### config.mk
export PLATFORM = sky130hd
export DESIGN_NAME = xtl_decode
export DESIGN_NICKNAME = d
export VERILOG_FILES = /design/src/core/xtl_decode.v /design/src/core/xtl_dir_bank.v
export VERILOG_INCLUDE_DIRS = /design/src /design/src/inc
export SDC_FILE = /design/constraint.sdc
export NUM_CORES = 1
export LEC_CHECK = 0
export BUFFER_PORTS_ARGS = -buffer_cell sky130_fd_sc_hd__buf_2
export CAP_MARGIN = 25
export CORE_AREA = 2 2 103 105
export DETAILED_ROUTE_END_ITERATION = 10
export DIE_AREA = 0 0 105 107
export HOLD_SLACK_MARGIN = 0.03
export PLACE_DENSITY_LB_ADDON = 0.25
export SYNTH_ARGS = -nofsm -noshare
export SYNTH_HDL_FRONTEND = slang
export SYNTH_HIERARCHICAL = 1
export SYNTH_SLANG_ARGS = --single-unit
### constraint.sdc
create_clock -name ref_clk -period 2.8 [get_ports ref_clk]
set_input_delay 0.14 -clock ref_clk [delete_from_list [all_inputs] [get_ports ref_clk]]
set_output_delay 0.14 -clock ref_clk [all_outputs]
set_load 0.1 [all_outputs]
### src/inc/xtl_defs.vh
`ifndef XTL_DEFS_VH
`define XTL_DEFS_VH

// ----------------------------------------------------------------------
// Instruction encodings (14-bit words)
// ----------------------------------------------------------------------
`define XTL_IW            14
`define XTL_DIR_OPC       11'h00c
`define XTL_DIR_OPC_HI    13
`define XTL_DIR_OPC_LO    3
`define XTL_DIR_SEL_MIN   3'h5
`define XTL_DIR_SEL_MAX   3'h7
`define XTL_XIMM_OPC      6'h3a
`define XTL_XF_OPC        6'h06
`define XTL_OPC_HI        13
`define XTL_OPC_LO        8
`define XTL_DEST_BIT      7
`define XTL_SEL_HI        2
`define XTL_FA_HI         6
`define XTL_IMM_HI        7

// ----------------------------------------------------------------------
// Reset values and timing
// ----------------------------------------------------------------------
`define XTL_ACC_RST       8'h00
`define XTL_DIR_RST       8'hff
`define XTL_ZERO_RST      1'b0
`define XTL_CYCLES        1

`endif

### src/core/xtl_decode.v
`timescale 1ns/1ps
`include "xtl_defs.vh"

// Behaviour
// - direction load accepts 5..7, copies accumulator
// - direction registers also directly readable and writable
// - immediate XOR result written to accumulator
// - immediate XOR opcode 111010, zero flag, one cycle
// - file XOR; destination bit picks accumulator or file
// - file XOR opcode 000110, updates zero flag and the chosen destination
module xtl_decode (
    // Clock and reset
    input  wire        ref_clk,
    input  wire        reset,
    // Instruction from fetch, one per enabled cycle
    input  wire        instr_valid,
    input  wire [13:0] instr_word,
    // File register read data for the addressed operand
    input  wire [7:0]  file_rd_data,
    // Direct access to the direction registers
    input  wire        dir_wr_en,
    input  wire [1:0]  dir_wr_idx,
    input  wire [7:0]  dir_wr_data,
    input  wire [1:0]  dir_rd_idx,
    output wire [7:0]  dir_rd_data,
    // Accumulator load from the rest of the core
    input  wire        acc_load_en,
    input  wire [7:0]  acc_load_data,
    // File register address and write-back
    output wire [6:0]  file_addr,
    output reg         file_wr_en,
    output reg  [7:0]  file_wr_data,
    // Core state
    output reg  [7:0]  acc_reg,
    output reg         zero_reg,
    output wire [23:0] dir_all,
    output reg         illegal_reg
);
    // ------------------------------------------------------------------
    // Instruction classes
    // ------------------------------------------------------------------
    // Every valid word falls into exactly one class. Unknown opcodes land
    // in the idle class, so the core simply steps past them.
    localparam [4:0] CLS_NONE  = 5'h01;
    localparam [4:0] CLS_XIMM  = 5'h02;
    localparam [4:0] CLS_XFILE = 5'h04;
    localparam [4:0] CLS_DLOAD = 5'h08;
    localparam [4:0] CLS_DREJ  = 5'h10;

    // ------------------------------------------------------------------
    // Decode helpers
    // ------------------------------------------------------------------
    function [5:0] opc6;
        input [`XTL_IW-1:0] w;
        begin
            opc6 = w[`XTL_OPC_HI:`XTL_OPC_LO];
        end
    endfunction

    function is_zero;
        input [7:0] v;
        begin
            is_zero = (v == 8'h00);
        end
    endfunction

    // Maps a legal direction select onto its slot in the register bank.
    function [1:0] sel_to_idx;
        input [2:0] sel;
        reg   [2:0] diff;
        begin
            diff       = sel - `XTL_DIR_SEL_MIN;
            sel_to_idx = diff[1:0];
        end
    endfunction

    // ------------------------------------------------------------------
    // Operand fields
    // ------------------------------------------------------------------
    wire       hit_dir  = instr_word[`XTL_DIR_OPC_HI:`XTL_DIR_OPC_LO]
                          == `XTL_DIR_OPC;
    wire       hit_ximm = opc6(instr_word) == `XTL_XIMM_OPC;
    wire       hit_xf   = opc6(instr_word) == `XTL_XF_OPC;
    wire [2:0] dir_sel  = instr_word[`XTL_SEL_HI:0];
    wire       dir_ok   = dir_sel >= `XTL_DIR_SEL_MIN &&
                          dir_sel <= `XTL_DIR_SEL_MAX;
    wire       dest_f   = instr_word[`XTL_DEST_BIT];
    wire [7:0] imm_val  = instr_word[`XTL_IMM_HI:0];

    // The file address is driven straight from the word, so the register
    // file answers within the same cycle as the instruction.
    assign file_addr = instr_word[`XTL_FA_HI:0];

    // ------------------------------------------------------------------
    // Classification
    // ------------------------------------------------------------------
    reg  [4:0] instr_cls;

    always @* begin
        instr_cls = CLS_NONE;
        if (instr_valid) begin
            if (hit_ximm) begin
                instr_cls = CLS_XIMM;
            end else if (hit_xf) begin
                instr_cls = CLS_XFILE;
            end else if (hit_dir && dir_ok) begin
                instr_cls = CLS_DLOAD;
            end else if (hit_dir) begin
                instr_cls = CLS_DREJ;
            end
        end
    end

    // ------------------------------------------------------------------
    // Datapath
    // ------------------------------------------------------------------
    wire [7:0] x_imm  = acc_reg ^ imm_val;
    wire [7:0] x_file = acc_reg ^ file_rd_data;

    // ------------------------------------------------------------------
    // Direction register bank
    // ------------------------------------------------------------------
    // The instruction load wins over a direct write in the same cycle,
    // so a program sees its own store take effect. The direct write is
    // lost in that case; software should not mix the two paths.
    wire       dload  = (instr_cls == CLS_DLOAD);
    wire       bwr_en = dload || dir_wr_en;
    wire [1:0] bwr_ix = dload ? sel_to_idx(dir_sel) : dir_wr_idx;
    wire [7:0] bwr_d  = dload ? acc_reg : dir_wr_data;

    xtl_dir_bank #(
        .NUM (3)
    ) u_bank (
        .ref_clk (ref_clk),
        .reset   (reset),
        .wr_en   (bwr_en),
        .wr_idx  (bwr_ix),
        .wr_data (bwr_d),
        .rd_idx  (dir_rd_idx),
        .rd_data (dir_rd_data),
        .dir_all (dir_all)
    );

    // ------------------------------------------------------------------
    // Next state, one cycle per instruction
    // ------------------------------------------------------------------
    reg  [7:0] acc_next;
    reg        zero_next;
    reg        file_wr_en_next;
    reg  [7:0] file_wr_data_next;
    reg        illegal_next;

    // An external accumulator load only takes effect when no exclusive-OR
    // writes the accumulator in the same cycle; that result has priority.
    always @* begin
        acc_next          = acc_load_en ? acc_load_data : acc_reg;
        zero_next         = zero_reg;
        file_wr_en_next   = 1'b0;
        file_wr_data_next = file_wr_data;
        illegal_next      = 1'b0;
        case (instr_cls)
            CLS_XIMM: begin
                acc_next  = x_imm;
                zero_next = is_zero(x_imm);
            end
            CLS_XFILE: begin
                zero_next = is_zero(x_file);
                if (dest_f) begin
                    // Write-back is registered and trails by one cycle.
                    file_wr_en_next   = 1'b1;
                    file_wr_data_next = x_file;
                end else begin
                    acc_next = x_file;
                end
            end
            CLS_DLOAD: begin
                // Zero flag holds; only the direction bank changes.
                zero_next = zero_reg;
            end
            CLS_DREJ: begin
                // A refused select leaves every direction register alone.
                illegal_next = 1'b1;
            end
            default: begin
                illegal_next = 1'b0;
            end
        endcase
    end

    // ------------------------------------------------------------------
    // Accumulator and zero flag
    // ------------------------------------------------------------------
    always @(posedge ref_clk) begin
        if (reset) begin
            acc_reg  <= `XTL_ACC_RST;
            zero_reg <= `XTL_ZERO_RST;
        end else begin
            acc_reg  <= acc_next;
            zero_reg <= zero_next;
        end
    end

    // ------------------------------------------------------------------
    // File write-back
    // ------------------------------------------------------------------
    always @(posedge ref_clk) begin
        if (reset) begin
            file_wr_en   <= 1'b0;
            file_wr_data <= 8'h00;
        end else begin
            file_wr_en   <= file_wr_en_next;
            file_wr_data <= file_wr_data_next;
        end
    end

    // ------------------------------------------------------------------
    // Refusal flag
    // ------------------------------------------------------------------
    always @(posedge ref_clk) begin
        if (reset) begin
            illegal_reg <= 1'b0;
        end else begin
            illegal_reg <= illegal_next;
        end
    end
endmodule // xtl_decode

### src/core/xtl_dir_bank.v
`timescale 1ns/1ps
`include "xtl_defs.vh"

// Three port direction registers, loaded by the direction-load instruction
// or by a direct register write; read data come from a register.
module xtl_dir_bank #(
    parameter NUM = 3
) (
    // Clock and reset
    input  wire             ref_clk,
    input  wire             reset,
    // Write side
    input  wire             wr_en,
    input  wire [1:0]       wr_idx,
    input  wire [7:0]       wr_data,
    // Read side
    input  wire [1:0]       rd_idx,
    output reg  [7:0]       rd_data,
    // Flat view of all registers
    output wire [8*NUM-1:0] dir_all
);
    reg [7:0] dir_reg [0:NUM-1];

    genvar g;
    generate
        for (g = 0; g < NUM; g = g + 1) begin : g_dir
            always @(posedge ref_clk) begin
                if (reset) begin
                    dir_reg[g] <= `XTL_DIR_RST;
                end else if (wr_en && wr_idx == g) begin
                    dir_reg[g] <= wr_data;
                end
            end
            assign dir_all[8*g+7:8*g] = dir_reg[g];
        end
    endgenerate

    always @(posedge ref_clk) begin
        if (reset) begin
            rd_data <= `XTL_DIR_RST;
        end else if (rd_idx < NUM) begin
            rd_data <= dir_reg[rd_idx];
        end else begin
            rd_data <= 8'h00;
        end
    end
endmodule // xtl_dir_bank

==> results summary, run 1 <==
The run finished with clean final reports. Relative to the synthesized area, the layout overhead comes to 24.5%. Counting stages on the worst path, the most repeated cell is sky130_fd_sc_hd__nor2_2. The library cells used most frequently in the layout, excluding fill and tap cells, are sky130_fd_sc_hd__buf_2 (104), sky130_fd_sc_hd__dfxtp_1 (27), sky130_fd_sc_hd__nand2_1 (26).

The most common cell after layout, fill and taps aside is sky130_fd_sc_hd__buf_2. The placed wire-length estimate came out at 6.34 mm. The hold violation total from the final report is 0. The register with the most flip-flops in the layout has 24 of them. The height of the die came out at 107 um. Entering global routing, the biggest net connects 28 pins. The ratio of final minimum period to clock period came out at 74.0%. The switching power is 0.826 mW. Traced cell by cell, the critical path runs through buf_2 -> nor4bb_1 -> nand3_1 -> nor2_2 -> mux2_2 -> nor2_2 -> a21o_1. Among all stages on the critical path, the largest delay is contributed by sky130_fd_sc_hd__mux2_2. The clock buffer count from CTS is 5. The overall power consumption came out at 2.09 mW. The effective utilization at floorplan came out at 28.5%. The worst ir drop on vdd came out at 228 uV.

The post-synthesis average cell area came out at 11.1 sq um. TritonCTS built the clock tree. The number of port buffers is 104.

The initial antenna violation count is 0. The cell area after layout came out at 3580 sq um. For the final database, setup skew stands at 0.00518 ns. The number of top-level pins is 105.

The via count of the first global-routing pass is 2,252. The fraction of registers with async set or reset after synthesis is 0%. The synthesized netlist occupies a cell area of 2870 sq um. For this design, the sink count on the clock tree is 51.

The largest fanout on the critical path is 8. In the synthesized netlist, the number of instances is 259. STA puts the critical path data required time at between 2 and 3 ns. The weighted congestion reported at the end of routability-driven placement is roughly 0.78. Counting tap cells, the placed design contains a total of 482 instances. The detail route stage leaves a number of antenna-violating nets equal to 0. The kind of start point of the critical path is an input port. The slew at the pin with the worst max-slew slack is 0.745 ns. The post-detailed-routing wire length came out at 8.00 mm. The path type of the worst setup path is input port to register. In this run, the number of DRC markers left after iteration 0 of detailed routing was 91.

The worst path in the final design needs a cycle of around 2.1 ns, including I/O delays and setup. Among all flip-flop cells after synthesis, the most frequent one is sky130_fd_sc_hd__dfxtp_1. The switching part of the total came out at 39.5%.

The clock latency on the worst-skew pair is 0.30 ns. The DRC violations left is 0. The worst setup margin is 0.727 ns. The count of maximum capacitance violations came out at 0. The depth of the most critical reg-to-reg path came out at 3.

The buffer and inverter count on the worst path came out at 1. The share of power burned in the clock network is 26.0%. The sequential share of power is 41.5%. During synthesis, Yosys emitted a total of 6 warnings. The post-layout net count is 402. Setup violations remaining at the end of the flow were counted as 0. The number of max-slew violations in the final report came out at 0.

The number of non-filler instances in the completed layout came out at between 400 and 500. In this run the cell area measured after placement is 3460 sq um. The worst stage delay on the critical path came out at 0.41 ns. Setup repair after global routing left no endpoint under its margin.

The share of cells above drive strength 1 came out at 42.7%. The post-CTS setup buffer count came out at 0. The cell family contributing the most delay on the critical path is simple AND/OR/NAND/NOR gates. Dividing the detail-routed via count by the number of cells gives 4.78. The clock tree synthesis step divided the H-tree into 2 levels.

The row count came out at 37. The number of gates resized after CTS is 0. The highest achievable clock rate is 482 MHz. The worst hold path belongs to the class input port to register.

The maximum clock insertion buffer count came out at 2. The cell type contributing the most total cell area after synthesis is sky130_fd_sc_hd__edfxtp_1. For this design the static power due to leakage is between 1 and 1.5 nW. By area the synthesized netlist is led by sky130_fd_sc_hd__edfxtp_1 (25%), sky130_fd_sc_hd__dfxtp_1 (19%), sky130_fd_sc_hd__mux2i_1 (5.6%). The cell sitting at the root of the clock tree is a sky130_fd_sc_hd__clkbuf_8. In this run the tightest slew margin relative to its limit is 50.0%. The fraction of post-synthesis cell area in the top cell type by area came out at between 20% and 30%. The count of unique library cells instantiated by Yosys is 50.

Counting flops and latches in the post-synthesis netlist gives 51. The cell internal power dissipation came out at 1.27 mW. The die covers roughly 11,000 sq um. The worst hold path was traced through 3 stages. The first global-routing pass estimated 12.3 mm of wire. The register clock-pin slew on the reported worst setup and hold paths is 0.09 ns. The number of synthesized flops with an enable pin is 24.

From left edge to right edge, the die measures ~110 um. In this run, the combinational gates consume between 30% and 40% of the power. The critical path depth in cells is 7.

The pre-CTS setup slack came out at 0.373 ns. In the final routed layout, each cell accounts on average for 16.3 um. The worst path arrival time is 2.05 ns. The final setup TNS came out at 0 ns. The number of nets produced by synthesis came out at between 300 and 400.

After global routing the overflow that remains totals 0. Global routing consumed, over all layers together, 14.2% of the routing resources. The final hold slack came out at 0.109 ns. The routed layout has 2,341 vias. In this run, post-CTS hold repair placed 0 buffers.

Cells fill 35.4% of the core in the end. The areal power density over the cells is 585 nW/um^2. The core outline area came out at between 10,000 and 15,000 sq um.

The first-pass iteration count of the detailed router came out at 4. STA classifies the critical path endpoint as a register. Sequential elements use 43.9% of the synthesized area. 0 antenna diodes ended up in the layout.
[worst paths after layout]
kind                                                           end  slack (ns)                          from
worst max-delay path            u_bank/dir_reg[0][3]$_SDFFCE_PN1P_        0.73                 instr_word[3]
worst min-delay path                         acc_reg[5]$_SDFF_PP0_        0.11              acc_load_data[5]
worst max register to register  u_bank/dir_reg[2][7]$_SDFFCE_PN1P_        1.34         acc_reg[7]$_SDFF_PP0_
worst min register to register        file_wr_data[7]$_SDFFE_PP0P_        0.50  file_wr_data[7]$_SDFFE_PP0P_
[cells in the mapped netlist (3+ instances only)]
cell type,instances
sky130_fd_sc_hd__dfxtp_1,27
sky130_fd_sc_hd__nand2_1,26
sky130_fd_sc_hd__edfxtp_1,24
sky130_fd_sc_hd__mux2i_1,16
sky130_fd_sc_hd__xnor2_1,16
sky130_fd_sc_hd__mux2_2,9
sky130_fd_sc_hd__nand3b_1,9
sky130_fd_sc_hd__nor2_1,9
sky130_fd_sc_hd__a211oi_1,8
sky130_fd_sc_hd__buf_4,8
sky130_fd_sc_hd__a221oi_1,7
sky130_fd_sc_hd__nor3b_2,7
sky130_fd_sc_hd__o211ai_1,7
sky130_fd_sc_hd__o221a_1,7
sky130_fd_sc_hd__buf_2,6
sky130_fd_sc_hd__clkbuf_1,5
sky130_fd_sc_hd__inv_1,4
sky130_fd_sc_hd__nand4_1,4
sky130_fd_sc_hd__o32ai_2,4
sky130_fd_sc_hd__a2111o_1,3
sky130_fd_sc_hd__a21o_1,3
sky130_fd_sc_hd__nor3_1,3
sky130_fd_sc_hd__nor3b_1,3
sky130_fd_sc_hd__o21ai_0,3
sky130_fd_sc_hd__o31ai_2,3
sky130_fd_sc_hd__or2_2,3
sky130_fd_sc_hd__or3_1,3
[power groups by stage]
stage               registers (mW)  logic (mW)  clock network (mW)
CTS                          0.872       0.684               0.565
detailed placement           0.889       0.683                   0
global placement             0.888       0.682                   0
global route                 0.878       0.710               0.586
floorplan                     1.22       0.213                   0
finish                       0.870       0.681               0.543
[per-layer routing]
metal | part of all wire (%) | track usage [%] | up-vias | routed length (um)
li1 | - | - | 1162 | -
met5 | 0 | 0 | - | 0
met2 | 46 | 22.6 | 64 | 3710
met1 | 48 | 19.8 | 1108 | 3820
met4 | 1.2 | 3.62 | 0 | 99
met3 | 4.6 | 2.67 | 7 | 365
[cells by family after synthesis]
logic type                 Yosys count  share of synthesized area (%)
and+or+nand+nor                     84                           18.0
AOI/OAI and AO/OA                   52                           17.0
DFF                                 51                           43.9
buffers and inverters               29                           6.23
muxes                               25                           9.10
xor gates and xnor gates            16                           4.88
adders and majority gates            2                          0.871
[worst min-delay path: stages]
cell and delay (ns):
sky130_fd_sc_hd__buf_2 0.07, sky130_fd_sc_hd__mux2i_1 0.07, sky130_fd_sc_hd__o32ai_2 0.08
[final cells by class]
class	count	area, sq um
clock inverters	2	38.8
clock buffers	6	82.6
inverters	5	18.8
multi-input cells	179	1430
repair buffers	111	573
well taps	136	170
fillers	1088	6520
flip-flops and latches	51	1260
Power figures use the tool's default switching activity.
==> inputs of run 2 (changes only) <==
- ABC_AREA: not set -> 1
- CORE_AREA: 2 2 103 105 -> 2 2 107 109
- DIE_AREA: 0 0 105 107 -> 0 0 109 111
- clock period: 2.8 -> 2 ns (I/O delays scaled with it)
==> run 2 against run 1 <==
Sequential share of layout area down 2.7 points. Sequential power up 37%. Design area up 8.1%. Core utilization down 0.52 points. Critical path type unchanged. Critical endpoint is now u_bank/dir_reg[0][2]$_SDFFCE_PN1P_. Largest cell class unchanged. Largest power group unchanged. Highest routed layer unchanged.
==> results summary, run 2 <==
The effective utilization at floorplan was 28.0% (-0.45 points). The path type of the worst setup path is input port to register. The minimum clock period after layout came out at 1.58 ns. The count of unique library cells instantiated by Yosys came out at 30 (-40%). The die outline area was 12,100 sq um (+7.7%). The total via count in the routed design is 2,978 (+27%). The depth of the most critical reg-to-reg path is 8 (+5). The most common cell after layout, fill and taps aside is sky130_fd_sc_hd__nand2_1. The initial antenna violation count is 0 (unchanged). The number of instances on the worst hold path is 3 (unchanged).

The number of gates resized after CTS came out at 0 (unchanged). The total global routing overflow is 0 (unchanged). The count of maximum capacitance violations is 0 (unchanged). The fraction of post-synthesis cell area in the top cell type by area is 23.2% (-1.9 points). Summed over all instances, the cell type with the most area after synthesis is sky130_fd_sc_hd__edfxtp_1. The cell area after layout is 3870 sq um (+8.1%).

The post-layout net count came to 573 (+43%). The pin count of the biggest net entering global routing came out at 25 (-11%). The number of nets with antenna violations after routing was 0 (unchanged). The critical path data required time came out at 1.98 ns (-0.80 ns). The weighted congestion reported at the end of routability-driven placement came out at 0.814 (+4.8%). The utilization of the core after routing is 34.9% (-0.52 points). The core outline area came out at 11,100 sq um (+9.8%). The clock latency on the worst-skew pair came out at 0.29 ns (about the same). The hold violation total from the final report came out at 0 (unchanged). The post-detailed-routing wire length came out at 8.36 mm (+4.4%). The worst ir drop on vdd is 379 uV (+66%). The flip-flop count of the largest register after layout came to 24 (unchanged).

The number of warnings issued by yosys came to 6 (unchanged). The DRC marker count from the first detailed-route iteration was 164 (+80%). The areal power density over the cells came out at 802 nW/um^2 (+37%). The register clock-pin slew on the reported worst setup and hold paths is 0.08 ns (about the same).

In the post-synthesis netlist, the biggest area contributors are sky130_fd_sc_hd__edfxtp_1 (23%), sky130_fd_sc_hd__dfxtp_1 (17%), sky130_fd_sc_hd__nand2_1 (16%). In this design, the critical path's most frequently occurring cell is sky130_fd_sc_hd__nand2_1. The depth of the CTS H-tree is 2 (unchanged). STA classifies the critical path endpoint as a register. Ranked by instance count, the synthesized netlist is headed by sky130_fd_sc_hd__nand2_1 (130), sky130_fd_sc_hd__inv_1 (68), sky130_fd_sc_hd__nand3_1 (53). The final setup TNS is 0 ns (unchanged).

The most common cell in the synthesized netlist is sky130_fd_sc_hd__nand2_1. The static power due to leakage came out at 1.98 nW (+44%). The placed wire-length estimate is 6.70 mm (+5.7%). Among all stages on the critical path, the largest delay is contributed by sky130_fd_sc_hd__ha_1. In this run the worst hold path is classified as input port to register. The synthesized instance count is 427 (+65%).

The worst stage delay on the critical path came to 0.20 ns (-0.21 ns). The height of the die is 111 um (+3.7%). The placed instance count came out at 659 (+37%).

The number of clock sinks seen by CTS is 51 (unchanged). The cell area reported after detailed placement is 3690 sq um (+6.7%). The TritonCTS clock tree is built. The worst slew margin relative to its limit came out at 62.5% (+12 points). Clock tree synthesis selected as its root buffer the cell sky130_fd_sc_hd__clkbuf_16.

The top cell types in the final layout, fill and taps aside, are sky130_fd_sc_hd__nand2_1 (130), sky130_fd_sc_hd__buf_2 (104), sky130_fd_sc_hd__inv_1 (68). The fraction of registers with async set or reset after synthesis is 0% (unchanged). The count of final setup violators is 0 (unchanged).

The part of the Yosys area used for sequential elements is 40.6% (-3.3 points). The post-synthesis average cell area is 7.27 sq um (-34%). The flow ran to the end, and the final reports show no timing, DRC or antenna violations. The antenna diode count is 0 (unchanged). For this run, the top clock speed supported by timing is 633 MHz. The number of synthesized flops with an enable pin came to 24 (unchanged). Of the available clock period, the critical path in the final layout requires 79.0%. The via count normalized by instance count is 4.46 (-6.7%).

The final hold slack is 0.0969 ns (-0.0122 ns). Setup repair after global routing left no endpoint under its margin. The DRC violations left is 0 (unchanged). The number of max-slew violations in the final report came out at 0 (unchanged). The largest fanout on the critical path came to 8 (unchanged). The first-pass iteration count of the detailed router came out at 4 (unchanged). The most used flip-flop cell after synthesis is sky130_fd_sc_hd__dfxtp_1. The number of nets produced by synthesis came out at 476 (+55%).

The clock buffer count from CTS is 5 (unchanged). The via count of the first global-routing pass came out at 2,806 (+25%). The post-synthesis instance area came out at 3100 sq um (+8.0%). The number of top-level pins came to 105 (unchanged). The area growth from synthesis to layout came out at 24.7%.

The per-cell routed wire length came out at 12.5 um (-23%). The worst path arrival time came out at 1.56 ns (-0.49 ns). The maximum clock insertion buffer count was 2 (unchanged). The post-synthesis sequential element count came out at 51 (unchanged). The first-pass GRT wire length came out at 13.5 mm (+9.2%). The number of non-filler instances in the completed layout came to 668 (+36%). The share of cells above drive strength 1 came out at 29.7% (-13 points). The slew at the pin with the worst max-slew slack is 0.562 ns (-0.182 ns).

The worst clock skew came out at 0.0128 ns (+0.00765 ns). The row count was 39 (+5.4%). Walking the worst path, the cells encountered are buf_2 -> ha_1 -> nor2_1 -> nand2_1 -> o211ai_1 -> nor2_2 -> nand2_2 -> nand2_1 -> nand2_1 -> clkinv_1 -> nand2_1 -> nand2_1. The number of port buffers is 104 (unchanged). The aggregate global-route resource usage came out at 14.0% (-0.22 points).

The chip width is 109 um (+3.8%). STA classifies the critical path startpoint as an input port.
[run 2: cell count changes after synthesis, sizes merged, moves of 10 or more]
cell / delta
o21ai: +32
nand4: +12
inv: +67
nand2: +115
xnor2: -13
nor3b: -10
nand3: +54
mux2i: -16
[run 2: layout make-up]
class	instances	area (sq um)
Clock buffer	5	125
Clock inverter	3	46.3
Fill cell	1209	7210
Inverter	75	292
Multi-Input combinational cell	278	1380
Sequential cell	51	1260
Tap cell	143	179
Timing Repair Buffer	113	591
[run 2: kinds of logic after synthesis]
| group | count (synthesis) | share of synthesized area (%) |
|---|---|---|
| adder cells (fa/ha/maj) | 2 | 0.806 |
| AND/OR/NAND/NOR | 229 | 34.2 |
| AO/OA/AOI/OAI | 44 | 8.51 |
| XOR/XNOR | 3 | 0.847 |
| buffers and inverters | 98 | 15.0 |
| flip-flops | 51 | 40.6 |
[run 2: worst paths after layout]
path                                                    from                                 end  slack [ns]
worst max-delay path                           instr_word[0]  u_bank/dir_reg[0][2]$_SDFFCE_PN1P_        0.42
worst min-delay path                           instr_word[7]               file_wr_en$_SDFF_PP0_         0.1
worst max register to register         acc_reg[7]$_SDFF_PP0_               acc_reg[7]$_SDFF_PP0_        0.79
worst min register to register  file_wr_data[6]$_SDFFE_PP0P_        file_wr_data[6]$_SDFFE_PP0P_        0.54
[run 2: stage by stage]
| stage | power [mW] | setup slack (ns) |
|---|---|---|
| after floorplan | 1.96 | 0.0102 |
| after global placement | 2.13 | 0.140 |
| after detailed placement | 2.14 | 0.0999 |
| after CTS | 3.14 | 0.400 |
| after global routing | 3.25 | 0.234 |
| final | 3.10 | 0.421 |
[run 2: metal layers]
metal,part of all wire (%),global-route usage (%),wire (um),up-vias
li1,-,-,-,1548
met5,0,0,0,-
met1,44,17.3,3640,1335
met3,5.7,2.59,478,8
met2,49,24.8,4120,87
met4,1.4,3.25,114,0
[run 2: report_power, final]
part,switching (mW),internal (mW),total [mW]
clock network,0.398,0.595,0.993
logic,0.749,0.171,0.920
registers,0.0363,1.15,1.19
total,1.18,1.92,3.10
[run 2: repair_timing]
action                                 in CTS  in global routing
hold buffers                                1                  0
setup buffers                               0                  0
endpoints found under the hold margin       1                  0
[run 2: critical path: cells and delay by family]
kind	cells	cell delay, ns
fa+ha+maj	1	0.20
compound gates	1	0.11
buf+inv	2	0.27
simple gates	8	0.88
